===== src/lbb_pkg.sv =====
/*
 * Constants shared by the legacy bus burst bridge: data path codes,
 * buffer limits and legacy strobe timing.
 * Assumes a 250 MHz bridge clock.
 */
package lbb_pkg;

    // ------------------------------------------------------------
    // Legacy data path codes
    // ------------------------------------------------------------
    localparam logic [1:0] W_BYTE  = 2'h0;
    localparam logic [1:0] W_WORD  = 2'h1;
    localparam logic [1:0] W_DWORD = 2'h2;

    // ------------------------------------------------------------
    // Buffer limits
    // ------------------------------------------------------------
    localparam int unsigned WR_LIMIT_BYTES  = 16;
    localparam int unsigned WR_LIMIT_DW     = WR_LIMIT_BYTES / 4;
    localparam int unsigned PREFETCH_MAX_DW = 16;

    // ------------------------------------------------------------
    // Legacy cycle timing
    // ------------------------------------------------------------
    localparam int unsigned CLK_PERIOD_NS  = 4;
    localparam int unsigned LEG_SETUP_NS   = 8;
    localparam int unsigned LEG_STROBE_NS  = 24;
    localparam int unsigned LEG_RECOVER_NS = 8;
    localparam int unsigned SETUP_CYC   =
        (LEG_SETUP_NS + CLK_PERIOD_NS - 1) / CLK_PERIOD_NS;
    localparam int unsigned STROBE_CYC  =
        (LEG_STROBE_NS + CLK_PERIOD_NS - 1) / CLK_PERIOD_NS;
    localparam int unsigned RECOVER_CYC =
        (LEG_RECOVER_NS + CLK_PERIOD_NS - 1) / CLK_PERIOD_NS;

    // ------------------------------------------------------------
    // Helpers
    // ------------------------------------------------------------
    function automatic logic [31:0] byte_swap(input logic [31:0] d);
        byte_swap = {d[7:0], d[15:8], d[23:16], d[31:24]};
    endfunction : byte_swap

endpackage : lbb_pkg


===== src/lbb_lane_map.sv =====
/*
 * Byte lane steering between a buffered little-endian dword and the
 * legacy data bus, for byte, word and dword peripherals.
 * Purely combinational; the caller registers both results.
 */
`timescale 1ns/1ps
module lbb_lane_map
(
    // Write side
    input  wire logic [31:0] wr_dword_i,
    input  wire logic [1:0]  piece_i,
    input  wire logic [1:0]  width_i,
    input  wire logic        big_i,
    // Read side
    input  wire logic [31:0] rd_bus_i,
    input  wire logic [31:0] acc_i,
    // Results
    output logic      [31:0] bus_out_o,
    output logic      [31:0] merged_o
);
    import lbb_pkg::*;

    logic [15:0] wd;
    logic [15:0] rw;

    always_comb
    begin
        bus_out_o = '0;
        merged_o  = acc_i;
        wd        = wr_dword_i[{piece_i[0], 4'h0} +: 16];
        rw        = big_i ? {rd_bus_i[7:0], rd_bus_i[15:8]}
                          : rd_bus_i[15:0];
        case (width_i)
            W_DWORD:
            begin
                bus_out_o = big_i ? byte_swap(wr_dword_i) : wr_dword_i;
                merged_o  = big_i ? byte_swap(rd_bus_i) : rd_bus_i;
            end
            W_WORD:
            begin
                bus_out_o[15:0] = big_i ? {wd[7:0], wd[15:8]} : wd;
                merged_o[{piece_i[0], 4'h0} +: 16] = rw;
            end
            default:
            begin
                // Same lane in both endian modes
                bus_out_o[7:0] = wr_dword_i[{piece_i, 3'h0} +: 8];
                merged_o[{piece_i, 3'h0} +: 8] = rd_bus_i[7:0];
            end
        endcase
    end

endmodule : lbb_lane_map


===== src/lbb_bridge.sv =====
/*
 * Delayed-access back end of a PCI target toward a legacy bus:
 * posted write buffer, retried read with prefetch, split/combine
 * and endian steering.
 * Assumes a PCI target front end on the same clock that decodes hits
 * and presents data phases; legacy data in is asynchronous.
 */
`timescale 1ns/1ps
// How it works
// Single maps to single, burst to burst
// Chip select held; strobe pulses per transfer
// Post up to 16 bytes, then disconnect
// Drain posted data as legacy write burst
// Delayed-region read answered with retry
// Prefetch configured length, at most 16 dwords
// Repeated read served from prefetch buffer
// Disconnect when prefetched data runs out
// Leftover prefetched data discarded
// Peripheral reads must be side-effect free
// Byte, word and dword peripherals supported
// Split and combine instead of abort
// Writes split dword into peripheral-width pieces
// Byte reads assembled into one dword
// PCI little endian, optional big endian
// Dword path: straight or fully swapped lanes
// Word path: per-halfword lane placement
// Byte path: always lanes 7:0
// Retried read latches address, command, enables
// Active-low select and strobe outputs
// Width, endian, length are static inputs
// Disabled byte enables skip write pieces
module lbb_bridge
#(
    parameter int unsigned FIFO_DEPTH = lbb_pkg::PREFETCH_MAX_DW
)
(
    // Clock and reset
    input  wire logic        CLK_I,
    input  wire logic        RST_I,
    // PCI target back end
    input  wire logic        PCI_REQ_I,
    input  wire logic        PCI_WRITE_I,
    input  wire logic [31:0] PCI_ADDR_I,
    input  wire logic [3:0]  PCI_CMD_I,
    input  wire logic [3:0]  PCI_BE_I,
    input  wire logic        PCI_DATA_VALID_I,
    input  wire logic        PCI_LAST_I,
    input  wire logic [31:0] PCI_WDATA_I,
    output logic             PCI_ACK_O,
    output logic      [31:0] PCI_RDATA_O,
    output logic             PCI_RETRY_O,
    output logic             PCI_DISCONNECT_O,
    // Static region configuration
    input  wire logic [1:0]  CFG_WIDTH_I,
    input  wire logic        CFG_BIG_ENDIAN_I,
    input  wire logic        CFG_MEM_SPACE_I,
    input  wire logic [4:0]  CFG_BURST_LEN_I,
    // Legacy bus
    output logic      [31:0] LEGACY_ADDR_O,
    output logic             LEGACY_CHIP_SELECT_N_O,
    output logic             LEGACY_IO_READ_N_O,
    output logic             LEGACY_IO_WRITE_N_O,
    output logic             LEGACY_MEM_READ_N_O,
    output logic             LEGACY_MEM_WRITE_N_O,
    input  wire logic [31:0] LEGACY_DATA_BUS_I,
    output logic      [31:0] LEGACY_DATA_BUS_O,
    output logic             LEGACY_DATA_BUS_OE_N_O
);
    import lbb_pkg::*;

    // ------------------------------------------------------------
    // State
    // ------------------------------------------------------------
    typedef enum logic [2:0] {
        ST_IDLE      = 3'h0,
        ST_WR_TAKE   = 3'h1,
        ST_LEG_SETUP = 3'h2,
        ST_LEG_STRB  = 3'h3,
        ST_LEG_REC   = 3'h4,
        ST_RD_SERVE  = 3'h5
    } lbb_state_t;

    typedef struct packed {
        lbb_state_t                       state;
        logic [4:0]                       fill;
        logic [4:0]                       blen;
        logic [4:0]                       ridx;
        logic [3:0]                       dw;
        logic [1:0]                       pc;
        logic [2:0]                       tcnt;
        logic                             is_rd;
        logic                             rd_ready;
        logic [31:0]                      acc;
        logic [31:0]                      base;
        logic [3:0]                       cmd;
        logic [3:0]                       be0;
        logic [FIFO_DEPTH-1:0][3:0]       bes;
        logic [FIFO_DEPTH-1:0][31:0]      mem;
        logic                             ack;
        logic [31:0]                      rdata;
        logic                             retry;
        logic                             disc;
        logic [31:0]                      laddr;
        logic                             cs_n;
        logic                             ior_n;
        logic                             iow_n;
        logic                             legacy_mem_read_n_n;
        logic                             legacy_mem_write_n_n;
        logic [31:0]                      ldo;
        logic                             oe_n;
        logic [31:0]                      sync1;
        logic [31:0]                      sync2;
    } lbb_st_t;

    lbb_st_t r;
    lbb_st_t next_r;

    // ------------------------------------------------------------
    // Helpers
    // ------------------------------------------------------------
    function automatic logic [1:0] last_piece(input logic [1:0] w);
        case (w)
            W_DWORD: last_piece = 2'h0;
            W_WORD:  last_piece = 2'h1;
            default: last_piece = 2'h3;
        endcase
    endfunction : last_piece

    function automatic logic piece_en(input logic [3:0] be,
                                      input logic [1:0] w,
                                      input logic [1:0] pc);
        case (w)
            W_DWORD: piece_en = |be;
            W_WORD:  piece_en = pc[0] ? |be[3:2] : |be[1:0];
            default: piece_en = be[pc];
        endcase
    endfunction : piece_en

    function automatic logic [4:0] clamp_len(input logic [4:0] l);
        if (l == 5'h0)
            clamp_len = 5'h1;
        else if (l > 5'(FIFO_DEPTH))
            clamp_len = 5'(FIFO_DEPTH);
        else
            clamp_len = l;
    endfunction : clamp_len

    // ------------------------------------------------------------
    // Lane steering
    // ------------------------------------------------------------
    logic [31:0] cur_dw;
    logic [31:0] bus_out;
    logic [31:0] merged;

    assign cur_dw = r.mem[r.dw];

    lbb_lane_map u_lane
    (
        .wr_dword_i (cur_dw),
        .piece_i    (r.pc),
        .width_i    (CFG_WIDTH_I),
        .big_i      (CFG_BIG_ENDIAN_I),
        .rd_bus_i   (r.sync2),
        .acc_i      (r.pc == 2'h0 ? 32'h0 : r.acc),
        .bus_out_o  (bus_out),
        .merged_o   (merged)
    );

    // ------------------------------------------------------------
    // Next state
    // ------------------------------------------------------------
    logic [4:0]  total;
    logic [31:0] poff;
    logic        step;
    logic        start_leg;

    always_comb
    begin
        next_r    = r;
        step      = 1'b0;
        start_leg = 1'b0;
        total     = r.is_rd ? r.blen : r.fill;
        poff      = {26'h0, r.dw, 2'h0};
        next_r.ack   = 1'b0;
        next_r.retry = 1'b0;
        next_r.disc  = 1'b0;
        // Legacy data is asynchronous: two stages before use
        next_r.sync1 = LEGACY_DATA_BUS_I;
        next_r.sync2 = r.sync1;
        case (CFG_WIDTH_I)
            W_DWORD: poff = poff;
            W_WORD:  poff = poff + {30'h0, r.pc[0], 1'h0};
            default: poff = poff + {30'h0, r.pc};
        endcase
        case (r.state)
            ST_IDLE:
                if (PCI_REQ_I)
                begin
                    if (PCI_WRITE_I)
                    begin
                        // A write invalidates any prefetched data
                        next_r.state    = ST_WR_TAKE;
                        next_r.base     = PCI_ADDR_I;
                        next_r.cmd      = PCI_CMD_I;
                        next_r.fill     = 5'h0;
                        next_r.is_rd    = 1'b0;
                        next_r.rd_ready = 1'b0;
                    end
                    else if (r.rd_ready && PCI_ADDR_I == r.base
                             && PCI_CMD_I == r.cmd)
                    begin
                        next_r.state = ST_RD_SERVE;
                        next_r.ridx  = 5'h0;
                    end
                    else
                    begin
                        next_r.retry    = 1'b1;
                        next_r.base     = PCI_ADDR_I;
                        next_r.cmd      = PCI_CMD_I;
                        next_r.be0      = PCI_BE_I;
                        next_r.is_rd    = 1'b1;
                        next_r.rd_ready = 1'b0;
                        next_r.fill     = 5'h0;
                        next_r.blen     = clamp_len(CFG_BURST_LEN_I);
                        start_leg       = 1'b1;
                    end
                end
            ST_WR_TAKE:
                if (PCI_DATA_VALID_I)
                begin
                    if (r.fill < 5'(WR_LIMIT_DW))
                    begin
                        next_r.mem[r.fill[3:0]] = PCI_WDATA_I;
                        next_r.bes[r.fill[3:0]] = PCI_BE_I;
                        next_r.fill = r.fill + 5'h1;
                        next_r.ack  = 1'b1;
                        start_leg   = PCI_LAST_I;
                    end
                    else
                    begin
                        next_r.disc = 1'b1;
                        start_leg   = 1'b1;
                    end
                end
            ST_LEG_SETUP:
            begin
                next_r.cs_n  = 1'b0;
                next_r.laddr = r.base + poff;
                if (!r.is_rd && !piece_en(r.bes[r.dw], CFG_WIDTH_I, r.pc))
                    step = 1'b1;
                else
                begin
                    next_r.oe_n = r.is_rd;
                    next_r.ldo  = bus_out;
                    if (r.tcnt == 3'(SETUP_CYC - 1))
                    begin
                        next_r.state  = ST_LEG_STRB;
                        next_r.tcnt   = 3'h0;
                        next_r.ior_n  = !(r.is_rd && !CFG_MEM_SPACE_I);
                        next_r.iow_n  = !(!r.is_rd && !CFG_MEM_SPACE_I);
                        next_r.legacy_mem_read_n_n = !(r.is_rd && CFG_MEM_SPACE_I);
                        next_r.legacy_mem_write_n_n = !(!r.is_rd && CFG_MEM_SPACE_I);
                    end
                    else
                        next_r.tcnt = r.tcnt + 3'h1;
                end
            end
            ST_LEG_STRB:
                if (r.tcnt == 3'(STROBE_CYC - 1))
                begin
                    // One strobe pulse per transfer
                    next_r.ior_n  = 1'b1;
                    next_r.iow_n  = 1'b1;
                    next_r.legacy_mem_read_n_n = 1'b1;
                    next_r.legacy_mem_write_n_n = 1'b1;
                    next_r.state  = ST_LEG_REC;
                    next_r.tcnt   = 3'h0;
                    if (r.is_rd)
                    begin
                        next_r.acc = merged;
                        if (r.pc == last_piece(CFG_WIDTH_I))
                            next_r.mem[r.dw] = merged;
                    end
                end
                else
                    next_r.tcnt = r.tcnt + 3'h1;
            ST_LEG_REC:
                if (r.tcnt == 3'(RECOVER_CYC - 1))
                    step = 1'b1;
                else
                    next_r.tcnt = r.tcnt + 3'h1;
            ST_RD_SERVE:
                if (PCI_DATA_VALID_I)
                begin
                    if (r.ridx < r.fill)
                    begin
                        next_r.rdata = r.mem[r.ridx[3:0]];
                        next_r.ack   = 1'b1;
                        next_r.ridx  = r.ridx + 5'h1;
                        if (PCI_LAST_I)
                        begin
                            // Remaining prefetch is dropped
                            next_r.rd_ready = 1'b0;
                            next_r.state    = ST_IDLE;
                        end
                    end
                    else
                    begin
                        next_r.disc     = 1'b1;
                        next_r.rd_ready = 1'b0;
                        next_r.state    = ST_IDLE;
                    end
                end
            default:
                next_r.state = ST_IDLE;
        endcase
        if (start_leg)
        begin
            next_r.state = ST_LEG_SETUP;
            next_r.dw    = 4'h0;
            next_r.pc    = 2'h0;
            next_r.tcnt  = 3'h0;
        end
        if (step)
        begin
            // Split/combine: walk pieces, then dwords
            next_r.tcnt  = 3'h0;
            next_r.state = ST_LEG_SETUP;
            if (r.pc != last_piece(CFG_WIDTH_I))
                next_r.pc = r.pc + 2'h1;
            else
            begin
                next_r.pc = 2'h0;
                if ({1'b0, r.dw} == total - 5'h1)
                begin
                    // Select held to the end of the whole burst
                    next_r.cs_n  = 1'b1;
                    next_r.oe_n  = 1'b1;
                    next_r.state = ST_IDLE;
                    if (r.is_rd)
                    begin
                        next_r.rd_ready = 1'b1;
                        next_r.fill     = r.blen;
                    end
                    else
                        next_r.fill = 5'h0;
                end
                else
                    next_r.dw = r.dw + 4'h1;
            end
        end
    end

    // ------------------------------------------------------------
    // Registers
    // ------------------------------------------------------------
    always_ff @(posedge CLK_I)
    begin
        if (RST_I)
        begin
            r        <= '0;
            r.state  <= ST_IDLE;
            r.cs_n   <= 1'b1;
            r.ior_n  <= 1'b1;
            r.iow_n  <= 1'b1;
            r.legacy_mem_read_n_n <= 1'b1;
            r.legacy_mem_write_n_n <= 1'b1;
            r.oe_n   <= 1'b1;
        end
        else
            r <= next_r;
    end

    assign PCI_ACK_O              = r.ack;
    assign PCI_RDATA_O            = r.rdata;
    assign PCI_RETRY_O            = r.retry;
    assign PCI_DISCONNECT_O       = r.disc;
    assign LEGACY_ADDR_O          = r.laddr;
    assign LEGACY_CHIP_SELECT_N_O = r.cs_n;
    assign LEGACY_IO_READ_N_O     = r.ior_n;
    assign LEGACY_IO_WRITE_N_O    = r.iow_n;
    assign LEGACY_MEM_READ_N_O    = r.legacy_mem_read_n_n;
    assign LEGACY_MEM_WRITE_N_O   = r.legacy_mem_write_n_n;
    assign LEGACY_DATA_BUS_O      = r.ldo;
    assign LEGACY_DATA_BUS_OE_N_O = r.oe_n;

    // ------------------------------------------------------------
    // Assertions
    // ------------------------------------------------------------
    logic [31:0] head;
    logic        wr_n;
    assign head = r.mem[r.ridx[3:0]];
    assign wr_n = r.iow_n & r.legacy_mem_write_n_n;
endmodule : lbb_bridge


===== config.mk =====
export PLATFORM = sky130hd
export DESIGN_NAME = lbb_bridge
export DESIGN_NICKNAME = d
export VERILOG_FILES = /design/src/lbb_pkg.sv /design/src/lbb_lane_map.sv /design/src/lbb_bridge.sv
export SDC_FILE = /design/constraint.sdc
export NUM_CORES = 2
export LEC_CHECK = 0
export BUFFER_PORTS_ARGS = -buffer_cell sky130_fd_sc_hd__buf_2
export CORE_MARGIN = 5
export CORE_UTILIZATION = 31
export DETAILED_ROUTE_END_ITERATION = 6
export GPL_TIMING_DRIVEN = 1
export PLACE_DENSITY = 0.59
export SYNTH_ARGS = -nofsm -noshare
export SYNTH_HDL_FRONTEND = slang
export SYNTH_SLANG_ARGS = --single-unit

===== constraint.sdc =====
create_clock -name CLK_I -period 3.75 [get_ports CLK_I]
set_clock_uncertainty 0.05 [all_clocks]
set_input_delay 0.5625 -clock CLK_I [delete_from_list [all_inputs] [get_ports CLK_I]]
set_output_delay 0.5625 -clock CLK_I [all_outputs]
set_load 0.05 [all_outputs]

==> impl_results.md <==
* Hold Vio Cnt, Final at 0
* Max Clk Rate at 286 MHz
* Critical Path AT at 4000 ps
* Drt drc at 0
* CTS buffer count at 93
* Slew of the pin with the lowest slew margin at 1090 ps
* Worst setup EP type: flop
* EDFF count, synth at 0
* Worst skew pair latency at 680 ps
* Root buffer cell: clkbuf_16
* Fill count at 13600
* Clock slew at reported path FFs at 60 ps
* Data required time of the worst path at 4260 ps
* Setup TNS at 0 ps
* Synth Flop Type: dfxtp_1
* Nets at 4589
* Leakage at 0.0163 uW
* P&R area growth vs syn at 15.5%
* Wire length per cell at 25.1 microns
* Flip-flop and latch area at 0.0169 sq mm
* Drt total wl at 159 mm
* Via count at 36700
* Post-synthesis compound-gate area fraction at 17.6%
* Worst-path fanout max at 17
* Ports at 224
* Post-synthesis simple-gate area fraction at 14.4%
* All-Layer GR Usage at 20.9%
* CP Class: flop to flop
* Synthesis Warnings at 0
* Initial antenna violation count at 24
* Unique masters post-synth at 68
* Pwr per Cell Area at 517 mW/mm^2
* Die area at 0.145 sq mm
* Clock Sinks at 842
* Period utilization at 93.1%
* Initial DRC count at 5010
* Final Setup Violations at 0
* Pwr Total at 25500 uW
* Vias in the first global route at 35000
* Final core occ at 36.0%
* Register area share after synthesis at 39.4%
* Die width at 381 microns
* Slew Limit Fails at 0
* Post-DRT Antenna Nets at 0
* Largest net degree at the start of global routing at 125
* Clock Path Buffers at 3
* GPL Wtd Cong at 0.861
* Syn Inst Count at 4481
* GRT overflow at 0
* Starting Density at 31.1%
* Post-Synth XOR/XNOR Area at 1.37%
* Max transition margin at 27.1%
* Mux cell area share after synthesis at 20.0%
* Seq cells post-synth at 842
* Outcome: finished, final reports clean
* Maximum vdd ir drop at 0.401 mV
* First-pass iteration count of the detailed router at 6
* First-pass GRT wire length at 234 mm
* Post-Syn Area per Cell at 9.54 sq um
* Largest family of logic cells by synthesized area: multiplexers
* Synth Net Count at 4630
* Unrepaired setup endpoints after global routing: false
* H-tree Lvls at 3
* Fraction of layout cells with a size suffix above 1 at 21.5%
* Post-Synth Adder-Cell Area at 0.895%
* Row Count at 136
* Hold WC Path Type: primary input to flop
* Post-cts sizing count at 0
* Final HPWL DP at 101 mm
* Async SR Flop Fraction at 0%
* CTS tree: built
* Chip Height at 381 microns
* Post-Syn Area at 0.0428 sq mm
* Vias/cell at 5.81
* CORE AREA at 0.137 sq mm
* Multi-input gate area in the final layout at 0.0234 sq mm
* Maxcap violations at 0
* Final WS setup at 258 ps
* Port bufs at 223
* Startpoint Class: flop
* Minimum clock period at 3490 ps
* Pre-CTS setup slack at 205 ps
## worst max-delay path, stage by stage, from the launching register on
cell,delay (ps)
dfxtp_4,490
buf_12,160
mux4_2,480
mux2i_1,370
nor2b_1,210
o311ai_1,100
a2bb2oi_1,190
buf_4,200
o21ai_4,370
buf_4,300
buf_4,190
mux2i_1,200
nor2_1,50
## Yosys cell counts, drive strengths merged, types with 5 or more instances
library cell | number | area (sq um)
a211oi | 164 | 1230
a21boi | 8 | 60.1
a21o | 18 | 135
a21oi | 379 | 1900
a221o | 8 | 80.1
a221oi | 49 | 429
a22o | 40 | 350
a22oi | 208 | 1560
a311oi | 16 | 140
a32oi | 130 | 1150
and2 | 24 | 150
and3 | 16 | 100
and3b | 5 | 43.8
buf | 171 | 1100
clkbuf | 394 | 1480
dfxtp | 842 | 16900
ha | 29 | 363
inv | 26 | 97.6
mux2 | 5 | 56.3
mux2i | 71 | 711
mux4 | 345 | 7770
nand2 | 669 | 2510
nand2b | 5 | 31.3
nand3 | 53 | 265
nand3b | 10 | 75.1
nand4 | 9 | 56.3
nor2 | 441 | 1660
nor2b | 128 | 801
nor3 | 25 | 125
nor4 | 8 | 50.1
o211ai | 6 | 45.0
o21ai | 32 | 160
o31ai | 5 | 37.5
or3 | 12 | 75.1
or3b | 9 | 78.8
or4 | 8 | 63.8
xnor2 | 20 | 175
xor2 | 47 | 412
## power breakdown
part | total (uW) | switching [uW] | internal (uW)
combinational | 5870 | 3840 | 2030
sequential | 10000 | 543 | 9490
clock | 9630 | 3890 | 5740
## cells in the final DEF (no fill, tap or decap), drive strengths merged, types with 12 or more instances in the layout
cell and instances:
a211oi 164, a21o 18, a21oi 379, a221oi 49, a22o 40, a22oi 208, a311oi 16, a32oi 130
and2 24, and3 16, buf 429, clkbuf 138, clkinv 15, dfxtp 842, diode 15, ha 29
inv 31, mux2i 71, mux4 345, nand2 669, nand3 53, nor2 441, nor2b 128, nor3 25
o21ai 32, or3 12, xnor2 20, xor2 47
## flip-flops by register name (all words and copies together) (netlist names)
name                    count
LEGACY_IO_WRITE_N_O         1
LEGACY_DATA_BUS_OE_N_O      1
next_r                     32
PCI_RETRY_O                 1
r                         705
PCI_RDATA_O                32
LEGACY_DATA_BUS_O          32
LEGACY_MEM_WRITE_N_O        1
LEGACY_ADDR_O              32
PCI_ACK_O                   1
LEGACY_IO_READ_N_O          1
LEGACY_MEM_READ_N_O         1
PCI_DISCONNECT_O            1
LEGACY_CHIP_SELECT_N_O      1
## area by class of cell
type	instances	share of cell area, %
clock inverter	30	0.859
timing repair buffer	429	7.11
sequential	842	34.2
inverter	27	0.205
tap	1794	4.55
antenna	15	0.0760
multi-input combinational	3047	47.4
clock buffer	138	5.63
## per-layer routing
metal	vias up	GRT usage (%)	part of all wire (%)	wire length (microns)
li1	16300	-	-	-
met1	18100	26.9	40	62800
met2	1835	33.7	46	73300
met3	425	4.83	9.3	14800
met4	10	9.48	4.8	7620
met5	-	0	0.034	54
## final timing paths
kind	startpoint	endpoint	slack, ps	cells after the start
hold reg to reg	next_r[26]	r[26]	380	1
hold / removal	LEGACY_DATA_BUS_I[24]	next_r[24]	70	2
setup / recovery	r[824]	LEGACY_DATA_BUS_O[28]	260	12
setup reg to reg	r[824]	LEGACY_DATA_BUS_O[28]	260	12
## per-stage QoR
step / hold slack, ps / instances / cell area [sq um]
detailed placement: 374 / 6133 / 46100
floorplan: 364 / 4481 / 42800
global route: 64.2 / 6312 / 49300
finish: 68.1 / 6322 / 49400
global placement: 367 / 6133 / 46100
CTS: 26.8 / 6301 / 49300
## what timing repair did
action,CTS,global route
buffers inserted,0,6
endpoints found under the setup margin,0,2
hold buffers,0,0
hold endpoints to repair,0,0
## logic make-up (layout without fill, tap and decap cells)
group,Yosys count,in the layout
mux,421,421
simple gates,1434,1434
flops,842,842
fa+ha+maj,30,30
other cells,0,15
xor+xnor,67,67
buf+inv,592,624
compound gates,1095,1095
(Power assumes the default switching activity.)
